File: src/inc/rsrb_params.svh
// constants for the relay state readback register bank
`ifndef RSRB_PARAMS_SVH
`define RSRB_PARAMS_SVH
// -----------------------------------------------------------------------------
// readback sequence
// -----------------------------------------------------------------------------
`define RSRB_NUM_REGS        24
`define RSRB_FIRST_IDX       5'h01
`define RSRB_IDX_ACT         5'h08
`define RSRB_IDX_MUX         5'h09
`define RSRB_IDX_PAIR        5'h0A
`define RSRB_IDX_MAP0        5'h0B
`define RSRB_IDX_MAP5        5'h10
`define RSRB_IDX_FUNC        5'h11
`define RSRB_IDX_RANGE       5'h12
`define RSRB_LAST_IDX        5'h18
// -----------------------------------------------------------------------------
// field layout
// -----------------------------------------------------------------------------
`define RSRB_ACT_BITS        6
`define RSRB_RELAY_CHANS     30
`define RSRB_MAP_BITS        5
`define RSRB_NO_CHAN         4'hF
`define RSRB_UNDEF_FILL      1'b0
`define RSRB_ZERO_BYTE       8'h00
// -----------------------------------------------------------------------------
// decimal conversion
// -----------------------------------------------------------------------------
`define RSRB_HUNDRED         8'h64
`define RSRB_TEN             8'h0A
`define RSRB_ASCII_ZERO      8'h30
// -----------------------------------------------------------------------------
// stream punctuation
// -----------------------------------------------------------------------------
`define RSRB_SEP_CH          8'h2C
`define RSRB_EOL_CH          8'h0A
`endif

File: src/inc/rsrb_pkg.sv
// types for the relay state readback register bank
package rsrb_pkg;
	// readback sequencer states
	typedef enum logic [2:0] {
		RSRB_IDLE,
		RSRB_LOAD,
		RSRB_HUND,
		RSRB_TENS,
		RSRB_ONES,
		RSRB_SEP
	} rsrb_state_t;
	// measurement function codes
	typedef enum logic [2:0] {
		RSRB_FN_NONE,
		RSRB_FN_DCV,
		RSRB_FN_ACV,
		RSRB_FN_OHM2,
		RSRB_FN_OHM4,
		RSRB_FN_REFT,
		RSRB_FN_TEMP,
		RSRB_FN_FREQ
	} rsrb_func_t;
endpackage

File: src/logic/rsrb_dec_digits.sv
// splits an 8-bit value into three ascii decimal digits
`timescale 1ns/100ps
`include "rsrb_params.svh"
module rsrb_dec_digits
	import rsrb_pkg::*;
(
	// value in
	input  wire logic [7:0] value,
	// ascii digits out
	output logic      [7:0] hund_ch,
	output logic      [7:0] tens_ch,
	output logic      [7:0] ones_ch
);
	logic [7:0] rem_v; // remainder after hundreds
	logic [7:0] h_v;   // hundreds digit
	logic [7:0] t_v;   // tens digit
	// ---------------------------------------------------------------------
	// combinational split into hundreds, tens and ones
	// ---------------------------------------------------------------------
	always_comb begin
		h_v   = value / `RSRB_HUNDRED;
		rem_v = value - 8'(h_v * `RSRB_HUNDRED);
		t_v   = rem_v / `RSRB_TEN;
		hund_ch = h_v + `RSRB_ASCII_ZERO;
		tens_ch = t_v + `RSRB_ASCII_ZERO;
		ones_ch = 8'(rem_v - 8'(t_v * `RSRB_TEN)) + `RSRB_ASCII_ZERO;
	end
endmodule

File: src/logic/rsrb_regs.sv
// relay state readback register bank with decimal readback streamer
`timescale 1ns/100ps
`include "rsrb_params.svh"
module rsrb_regs
	import rsrb_pkg::*;
#(
	parameter int ACT_BITS    = `RSRB_ACT_BITS,
	parameter int RELAY_CHANS = `RSRB_RELAY_CHANS
) (
	// clock and reset
	input  wire logic                   mclk,
	input  wire logic                   resetn,
	// relay and measurement state from the control core
	input  wire logic [ACT_BITS-1:0]    actuator_closed,
	input  wire logic                   mux_closed,
	input  wire logic [1:0]             mux_slot,
	input  wire logic [3:0]             mux_chan,
	input  wire logic                   pair_closed,
	input  wire logic [1:0]             pair_slot,
	input  wire logic [3:0]             pair_chan,
	input  wire logic [RELAY_CHANS-1:0] relay_close_command_map,
	input  wire rsrb_func_t             meas_func,
	input  wire logic [7:0]             meas_range,
	// bytes of registers kept elsewhere, indexed by register number
	input  wire logic [7:0]             ext_reg_data,
	// command interface
	input  wire logic                   state_readback_command,
	input  wire logic                   other_command,
	// character stream to the bus interface
	input  wire logic                   tx_ready,
	output logic                        tx_valid,
	output logic [7:0]                  tx_char,
	output logic                        tx_busy,
	output logic [4:0]                  ext_reg_idx
);
	// ---------------------------------------------------------------------
	// state
	// ---------------------------------------------------------------------
	typedef struct packed {
		rsrb_state_t st;    // sequencer state
		logic [4:0]  idx;   // register number being sent
		logic [7:0]  val;   // latched register value
		logic        valid; // character offered
		logic [7:0]  ch;    // character
		logic        busy;  // stream in progress
	} rsrb_regs_t;
	rsrb_regs_t r_q;     // registered state
	rsrb_regs_t r_d;     // next state
	logic [7:0] sel_v;   // selected register value
	logic [7:0] hund_ch; // ascii hundreds
	logic [7:0] tens_ch; // ascii tens
	logic [7:0] ones_ch; // ascii ones
	logic       adv;     // character accepted
	logic [7:0] dec_in;  // value split into digits
	// ---------------------------------------------------------------------
	// helpers
	// ---------------------------------------------------------------------
	// address byte: slot in 5-4, channel in 3-0, channel all ones if open
	function automatic logic [7:0] addr_byte(input logic cl, input logic [1:0] sl, input logic [3:0] ch);
		logic [7:0] b;
		b = {`RSRB_UNDEF_FILL, `RSRB_UNDEF_FILL, sl, ch};
		if (!cl) begin
			b[3:0] = `RSRB_NO_CHAN;
		end
		return b;
	endfunction
	// bitmap byte k: five channels per byte, ascending
	function automatic logic [7:0] map_byte(input logic [RELAY_CHANS-1:0] m, input logic [4:0] k);
		logic [7:0] b;
		b = `RSRB_ZERO_BYTE;
		for (int i = 0; i < `RSRB_MAP_BITS; i++) begin
			if (int'(k) * `RSRB_MAP_BITS + i < RELAY_CHANS) begin
				b[i] = m[int'(k) * `RSRB_MAP_BITS + i];
			end
		end
		return b;
	endfunction
	// ---------------------------------------------------------------------
	// register select; pure read with no side effect on stored state
	// ---------------------------------------------------------------------
	always_comb begin
		sel_v = ext_reg_data;
		if (r_q.idx == `RSRB_IDX_ACT) begin
			sel_v = {2'(`RSRB_ZERO_BYTE), actuator_closed};
		end else if (r_q.idx == `RSRB_IDX_MUX) begin
			sel_v = addr_byte(mux_closed, mux_slot, mux_chan);
		end else if (r_q.idx == `RSRB_IDX_PAIR) begin
			sel_v = addr_byte(pair_closed, pair_slot, pair_chan);
		end else if (r_q.idx >= `RSRB_IDX_MAP0 && r_q.idx <= `RSRB_IDX_MAP5) begin
			sel_v = map_byte(relay_close_command_map, 5'(r_q.idx - `RSRB_IDX_MAP0));
		end else if (r_q.idx == `RSRB_IDX_FUNC) begin
			sel_v = {5'(`RSRB_ZERO_BYTE), meas_func};
		end else if (r_q.idx == `RSRB_IDX_RANGE) begin
			sel_v = meas_range;
		end
	end
	// digits come from the selected value during load, so the first
	// character offered already belongs to the new register
	assign dec_in = (r_q.st == RSRB_LOAD) ? sel_v : r_q.val;
	// decimal digits of the selected value in load, else of the latched value
	rsrb_dec_digits u_dec (
		.value   (dec_in),
		.hund_ch (hund_ch),
		.tens_ch (tens_ch),
		.ones_ch (ones_ch)
	);
	assign adv = r_q.valid && tx_ready;
	// ---------------------------------------------------------------------
	// sequencer next state
	// ---------------------------------------------------------------------
	always_comb begin
		r_d = r_q;
		unique case (r_q.st)
			RSRB_IDLE: begin
				if (state_readback_command) begin
					r_d.idx = `RSRB_FIRST_IDX;
					r_d.st  = RSRB_LOAD;
				end
			end
			RSRB_LOAD: begin
				// latch value, offer hundreds digit
				r_d.val   = sel_v;
				r_d.st    = RSRB_HUND;
				r_d.valid = 1'b1;
				r_d.ch    = hund_ch;
			end
			RSRB_HUND: begin
				r_d.ch = hund_ch;
				if (adv) begin
					r_d.ch = tens_ch;
					r_d.st = RSRB_TENS;
				end
			end
			RSRB_TENS: begin
				if (adv) begin
					r_d.ch = ones_ch;
					r_d.st = RSRB_ONES;
				end
			end
			RSRB_ONES: begin
				if (adv) begin
					r_d.ch = (r_q.idx == `RSRB_LAST_IDX) ? `RSRB_EOL_CH : `RSRB_SEP_CH;
					r_d.st = RSRB_SEP;
				end
			end
			RSRB_SEP: begin
				if (adv) begin
					r_d.valid = 1'b0;
					if (r_q.idx == `RSRB_LAST_IDX) begin
						r_d.st = RSRB_IDLE;
					end else begin
						r_d.idx = 5'(r_q.idx + 5'h01);
						r_d.st  = RSRB_LOAD;
					end
				end
			end
		endcase
		// another command abandons the remaining registers
		if (other_command && r_q.st != RSRB_IDLE) begin
			r_d.st    = RSRB_IDLE;
			r_d.valid = 1'b0;
		end
		// busy flag registered so the port comes from a flop
		r_d.busy = (r_d.st != RSRB_IDLE);
	end
	// ---------------------------------------------------------------------
	// state register
	// ---------------------------------------------------------------------
	always_ff @(posedge mclk or negedge resetn) begin
		if (!resetn) begin
			r_q <= '{st: RSRB_IDLE, idx: `RSRB_FIRST_IDX, val: `RSRB_ZERO_BYTE, valid: 1'b0, ch: `RSRB_ZERO_BYTE,
				busy: 1'b0};
		end else begin
			r_q <= r_d;
		end
	end
	// outputs straight from flops
	assign tx_valid    = r_q.valid;
	assign tx_char     = r_q.ch;
	assign tx_busy     = r_q.busy;
	assign ext_reg_idx = r_q.idx;
endmodule

File: config.mk
export PLATFORM = sky130hd
export DESIGN_NAME = rsrb_regs
export DESIGN_NICKNAME = d
export VERILOG_FILES = /design/src/inc/rsrb_pkg.sv /design/src/logic/rsrb_dec_digits.sv /design/src/logic/rsrb_regs.sv
export VERILOG_INCLUDE_DIRS = /design/src /design/src/inc
export SDC_FILE = /design/constraint.sdc
export NUM_CORES = 1
export LEC_CHECK = 0
export ABC_AREA = 1
export BUFFER_PORTS_ARGS = -buffer_cell sky130_fd_sc_hd__buf_2
export CAP_MARGIN = 20
export CELL_PAD_IN_SITES_DETAIL_PLACEMENT = 1
export CELL_PAD_IN_SITES_GLOBAL_PLACEMENT = 1
export CORE_MARGIN = 2
export CORE_UTILIZATION = 43
export CTS_BUF_LIST = sky130_fd_sc_hd__clkbuf_4
export DETAILED_ROUTE_END_ITERATION = 6
export PLACE_DENSITY_LB_ADDON = 0.1
export SYNTH_ARGS = -nofsm -noshare
export SYNTH_HDL_FRONTEND = slang
export SYNTH_SLANG_ARGS = --single-unit
File: constraint.sdc
create_clock -name mclk -period 22.2 [get_ports mclk]
set_input_delay 1.11 -clock mclk [delete_from_list [all_inputs] [get_ports mclk]]
set_output_delay 1.11 -clock mclk [all_outputs]
set_load 0.05 [all_outputs]
---- Word level (Yosys, flattened, before mapping) ----
Index checks and enable logic that the tools add are counted.
word-level totals
  bits in registers ....................... 26
  output and inout port bits .............. 15
operators by class
  div/mod/pow operators ................... 2
  $mul .................................... 3
  reductions and logical operators ........ 12
  equality and inequality tests ........... 17
  $lt $le $gt $ge ......................... 12
  $add $sub $neg .......................... 11
  muxes and demuxes ....................... 47
operators by type and width
  cell                                                 number
  < comparator 32 x 6 -> 1 bit, second input constant  5
  < comparator 32 x 7 -> 1 bit, second input constant  4
  2-to-1 mux 8 bit                                     12
  adder 32 x 3 -> 32 bit, second input constant        2
  adder 32 x 2 -> 32 bit, second input constant        1
  case mux 8 bit (4 select lines)                      1
  binary-select mux 1 bit (select 5 bit)               5
  adder 8 x 6 -> 8 bit, second input constant          3
  2-to-1 mux 1 bit                                     18
  case mux 3 bit (6 select lines)                      1
  subtractor 8 bit                                     2
  equality test 5 x 4 -> 1 bit, second input constant  3
  equality test 5 bit, second input constant           3
  2-to-1 mux 3 bit                                     4
  inequality test 2 bit, second input constant         5
  case mux 5 bit (2 select lines)                      1
  adder 8 x 3 -> 9 bit, second input constant          1
  < comparator 9 x 6 -> 1 bit, second input constant   1
  nonzero test 3 bit                                   3
  divider 8 x 4 -> 8 bit, second input constant        1
  divider 8 x 7 -> 8 bit, second input constant        1
  multiplier 5 x 3 -> 8 bit, second input constant     1
  multiplier 8 x 3 -> 7 bit, second input constant     1
  multiplier 8 x 5 -> 6 bit, second input constant     1
  19 further kinds                                     24

---- Logic depth before layout (Yosys ltp) ----
  depth in word-level cells ............... 21
  gate-level depth with buffers ........... 80
  gate-level depth less buffers ........... 76

---- Hierarchy ----
A second synthesis with hierarchy kept.
unflattened totals
  cells, all modules ...................... 903
  area total of the unflattened synthesis .. 5143.7 µm²
modules (own cells, without submodules)
  module           cells an instance  times used  sequential area each (µm²)  area each (µm²)
  rsrb_regs        725                1           651.9                       4015.1
  rsrb_dec_digits  178                1           0.0                         1128.6

---- Worst setup path after synthesis ----
OpenSTA, ideal clock, no wires.
  path kind ............................... reg-to-reg
  from .................................... register r_q (netlist bit ext_reg_idx[0])
  to ...................................... register r_q (netlist bit tx_char[7])
  buffers on the path ..................... 5
  required time ........................... 22.082 ns
  stages on the path, launching flop included .. 77
  library setup time ...................... 0.118 ns
  arrival ................................. 10.255 ns
  setup slack ............................. 11.827 ns
  path through ............................ dfstp_2 > buf_2 > inv_2 > buf_2 > buf_1 > ha_1 > inv_1 > clkbuf_1 > clkbuf_1 > nor2_1 > nor2_1 > ha_1 > inv_1 > or2_2 > nand2_1 > inv_1 > o21ai_0 > a21oi_1 > [... 41 more ...] > nand2_1 > ha_1 > ha_1 > inv_1 > fa_1 > inv_1 > ha_1 > inv_1 > ha_1 > inv_1 > nor2_1 > o21ai_0 > nand2_1 > xnor2_1 > xnor2_1 > o21ai_0 > a21oi_1 > a21o_1
on the way
  longest elaborated chain between the ends .. 21
ends and longest elaborated chain
  what                                                                             RTL line               source
  start: declaration                                                               rsrb_regs.sv:47        rsrb_regs_t r_q;
  start signal: assignment                                                         rsrb_regs.sv:171       r_q <= '{st: RSRB_IDLE, idx: `RSRB_FIRST_IDX, val: `RSRB_ZERO_BYTE, valid: 1'b0, ch: `RSRB_ZERO_BYTE,
  start signal: assignment                                                         rsrb_regs.sv:174       r_q <= r_d;
  parallel branches: the longest is 10 deep, another holds adder 32 x 3 -> 32 bit  -
  2-to-1 mux 8 bit *                                                               rsrb_regs.sv:83        if (r_q.idx == `RSRB_IDX_ACT) begin
  2-to-1 mux 8 bit *                                                               -
  net dec_in[3]                                                                    rsrb_regs.sv:54        logic [7:0] dec_in;
  divider 8 x 7 -> 8 bit (no line)                                                 -
  multiplier 8 x 5 -> 6 bit (no line)                                              -
  subtractor 8 bit                                                                 rsrb_dec_digits.sv:22  rem_v = value - 8'(h_v * `RSRB_HUNDRED);
  divider 8 x 4 -> 8 bit (no line)                                                 -
  multiplier 8 x 3 -> 7 bit (no line)                                              -
  subtractor 8 bit                                                                 rsrb_dec_digits.sv:26  ones_ch = 8'(rem_v - 8'(t_v * `RSRB_TEN)) + `RSRB_ASCII_ZERO;
  adder 8 x 6 -> 8 bit (no line)                                                   -
  2-to-1 mux 8 bit                                                                 rsrb_regs.sv:135       if (adv) begin
  case mux 8 bit (4 select lines) *                                                rsrb_regs.sv:113       unique case (r_q.st)
Mark *: on every way through the listed nets, which the timed path passes. The select of a mux whose other input is x is not followed.
A chain may end at the register's enable or synchronous reset.

---- Final worst setup path ----
Same ends and word-level chain as after synthesis.

==> key figures <==
Worst setup path
  – Slowest CP cell: dfstp_2
  – Worst-path fanout max: 41
  – Crit path launch type: flip-flop
  – CP endpoint kind: flip-flop
  – CP Class: reg -> reg
  – Worst path required time: ~22000 ps
  – Arrival time of the worst setup path: 13520 ps
  – Slowest stage delay, CP: about 1100 ps
  – Most common cell on crit path: nand2_1

Die
  – Row Count: 38
  – Die span in y: between 100 and 150 µm
  – Starting Density: a little over two fifths
  – Die width: roughly 110 µm
  – Ports: 89
  – Die area: ~0.012 mm²
  – Core ar.: 0.0107 mm²

Synth
  – Post-synthesis sequential area ratio: 13.9%
  – Syn Nets: 917
  – Unique cell type count in the Yosys netlist: between 50 and 60
  – Leading post-synthesis cells by cell area: nand2_1 (19%), dfrtp_1 (13%), ha_1 (9.9%), nand3_1 (8.3%), inv_1 (8.0%)
  – Number of synthesized flops with an enable pin: 0
  – Yosys reg bits: 26
  – Post-synth top flop: dfrtp_1
  – FFs w/ async S/R, synth: 100%
  – YS warnings: 0
  – Yosys top cell area share: a little under a fifth
  – Cell area after synthesis: 0.00470 mm²
  – Area leader, netlist: nand2_1
  – Post-Synthesis Cells: 802
  – Avg Cell Area, Syn: 5.86 µm²
  – Post-synth top cells: nand2_1 (239), inv_1 (100), nand3_1 (78)
  – Most numerous cell in the Yosys netlist: nand2_1

CTS
  – H-tree depth reported by CTS: 1
  – CTS tree: yes
  – Clock sink total: 26
  – CTS clk-pin slew, worst paths: between 150 and 200 ps
  – Post-cts sizing count: 0
  – Post-CTS Setup Repair Bufs: 0
  – Hold Buf Count CTS: 0
  – Clock latency on the worst-skew pair: around 330 ps
  – Longest Clk Path Bufs: 2
  – Num CTS Buffers: 3
  – Root Driver: clkbuf_4

STA
  – Final hold vios: 0
  – RSZ-0062 raised after global routing: false
  – Relative slew slack: 27.2%
  – Crit path time final: about 13000 ps
  – Period utilization: around 60%
  – Peak Freq: roughly 76 MHz
  – Setup TNS: 0 ps
  – Worst-Margin Slew: 1090 ps
  – Setup ws final: 8960 ps
  – Hold WS: ~520 ps
  – Slew Limit Fails: 0
  – Final setup vio count: 0
  – Worst Skew: around 7.0 ps

Route
  – Routed WL: around 17 mm
  – Vias after detailed routing: approximately 5600
  – Routed vias/inst: approximately 5.6
  – DRC Markers: 0
  – Initial drt markers: ~220
  – Pre-antenna DRT Iters: 5
  – DRT antenna net count: 0
  – Avg WL per Cell: 17.0 µm

Placed design
  – Pre-CTS setup slack: 8940 ps
  – Dpl hpwl: ~14 mm
  – GP Congestion: between 0.8 and 0.9
  – Area after DPL: 0.00515 mm²
  – PortBufs: about 90

Finish
  – Inserted Diodes: 0
  – Layout cells sized above 1: approximately 16%
  – Area growth, synth to finish: 10.8%
  – # nets final: a little under 1000
  – Final Instance Area: approximately 0.0052 mm²

Min path
  – Worst hold path type: reg -> reg

Global routing
  – Initial antenna violation count: 0
  – Pin count of the biggest net entering global routing: 42
  – Remaining Overflow, GRT: 0
  – Gr usage total: just under 30%
  – First-pass GRT wire length: 27.6 mm
  – Vias in the first global route: around 6000

Flow run
  – Number of max-cap violations: 0

Outcome
  – Status: complete, no violations
-- final timing paths --
path                       slack [ps]           start  cells past startpoint          to
max                              8960  ext_reg_idx[0]                     71  tx_char[7]
min                               520      tx_char[6]                      2  tx_char[6]
max reg2reg                      8960  ext_reg_idx[0]                     71  tx_char[7]
min reg2reg                       520      tx_char[6]                      2  tx_char[6]
max in group asynchronous       21010          resetn                      1     r_q[23]
min in group asynchronous         770          resetn                      1     r_q[17]
-- kinds of logic (layout without fill, tap and decap cells) --
| group | Yosys count | after routing | share of synthesized area [%] |
|---|---|---|---|
| fa+ha+maj | 41 | 41 | 11.6 |
| buf+inv | 141 | 204 | 12.4 |
| simple gates | 437 | 437 | 40.0 |
| flops | 26 | 26 | 13.9 |
| compound gates | 141 | 141 | 18.7 |
| mux | 2 | 2 | 0.426 |
| xor+xnor | 14 | 14 | 3.01 |
-- worst max-delay path: cells and delay by family (launching register included) --
kind                       cells  cell delay [ps]
DFF                            1             1050
adders and majority gates     11             3840
and+or+nand+nor               28             3200
AOI/OAI and AO/OA             16             2720
xor gates and xnor gates       2              380
buffers and inverters         14             2000
-- per-stage QoR --
step / instances / util (%)
3_3_place_gp: 1001 / 47.9
4_1_cts: 1005 / 48.4
3_5_place_dp: 1001 / 47.9
5_1_grt: 1005 / 48.4
6_report: 1005 / 48.4
2_1_floorplan: 802 / -
-- sequential cells by signal, indices dropped and copies added, names as in the netlist --
| register | cells |
|---|---|
| tx_busy | 1 |
| r_q | 11 |
| tx_valid | 1 |
| ext_reg_idx | 5 |
| tx_char | 8 |
-- cells in the final DEF (no fill, tap or decap), drive strengths merged, types with 2 or more instances in the layout --
master / count
dfrtp: 25
a211oi: 3
nor3: 12
xor2: 8
clkbuf: 3
a311oi: 2
a22oi: 2
o211ai: 5
o22ai: 5
a21oi: 47
nand3: 80
a221oi: 2
xnor2: 6
ha: 37
inv: 110
clkinv: 2
nand3b: 3
and2: 2
or2: 7
a21o: 3
nor2: 67
nand2: 253
nor4: 3
fa: 4
a31oi: 4
o2111ai: 7
o221ai: 2
mux2i: 2
o21ai: 45
nand4: 9
o311ai: 6
buf: 88
-- final cells by class --
| type | instances | area [µm²] |
|---|---|---|
| Multi-Input combinational cell | 635 | 3460 |
| Clock inverter | 1 | 30.0 |
| Inverter | 112 | 420 |
| Fill cell | 1609 | 5540 |
| Sequential cell | 26 | 652 |
| Tap cell | 140 | 175 |
| Timing Repair Buffer | 88 | 440 |
| Clock buffer | 3 | 22.5 |
-- layer usage --
layer / track usage (%) / wire, µm / vias to the layer above
met5: 0 / 0 / -
met4: 10.6 / 602 / 0
met3: 2.77 / 541 / 45
met2: 56.1 / 8800 / 134
met1: 33.6 / 7140 / 2694
li1: - / - / 2770
Power is not shown: default switching activity piles up to over one toggle a cycle in this logic, so the estimate is an artifact.
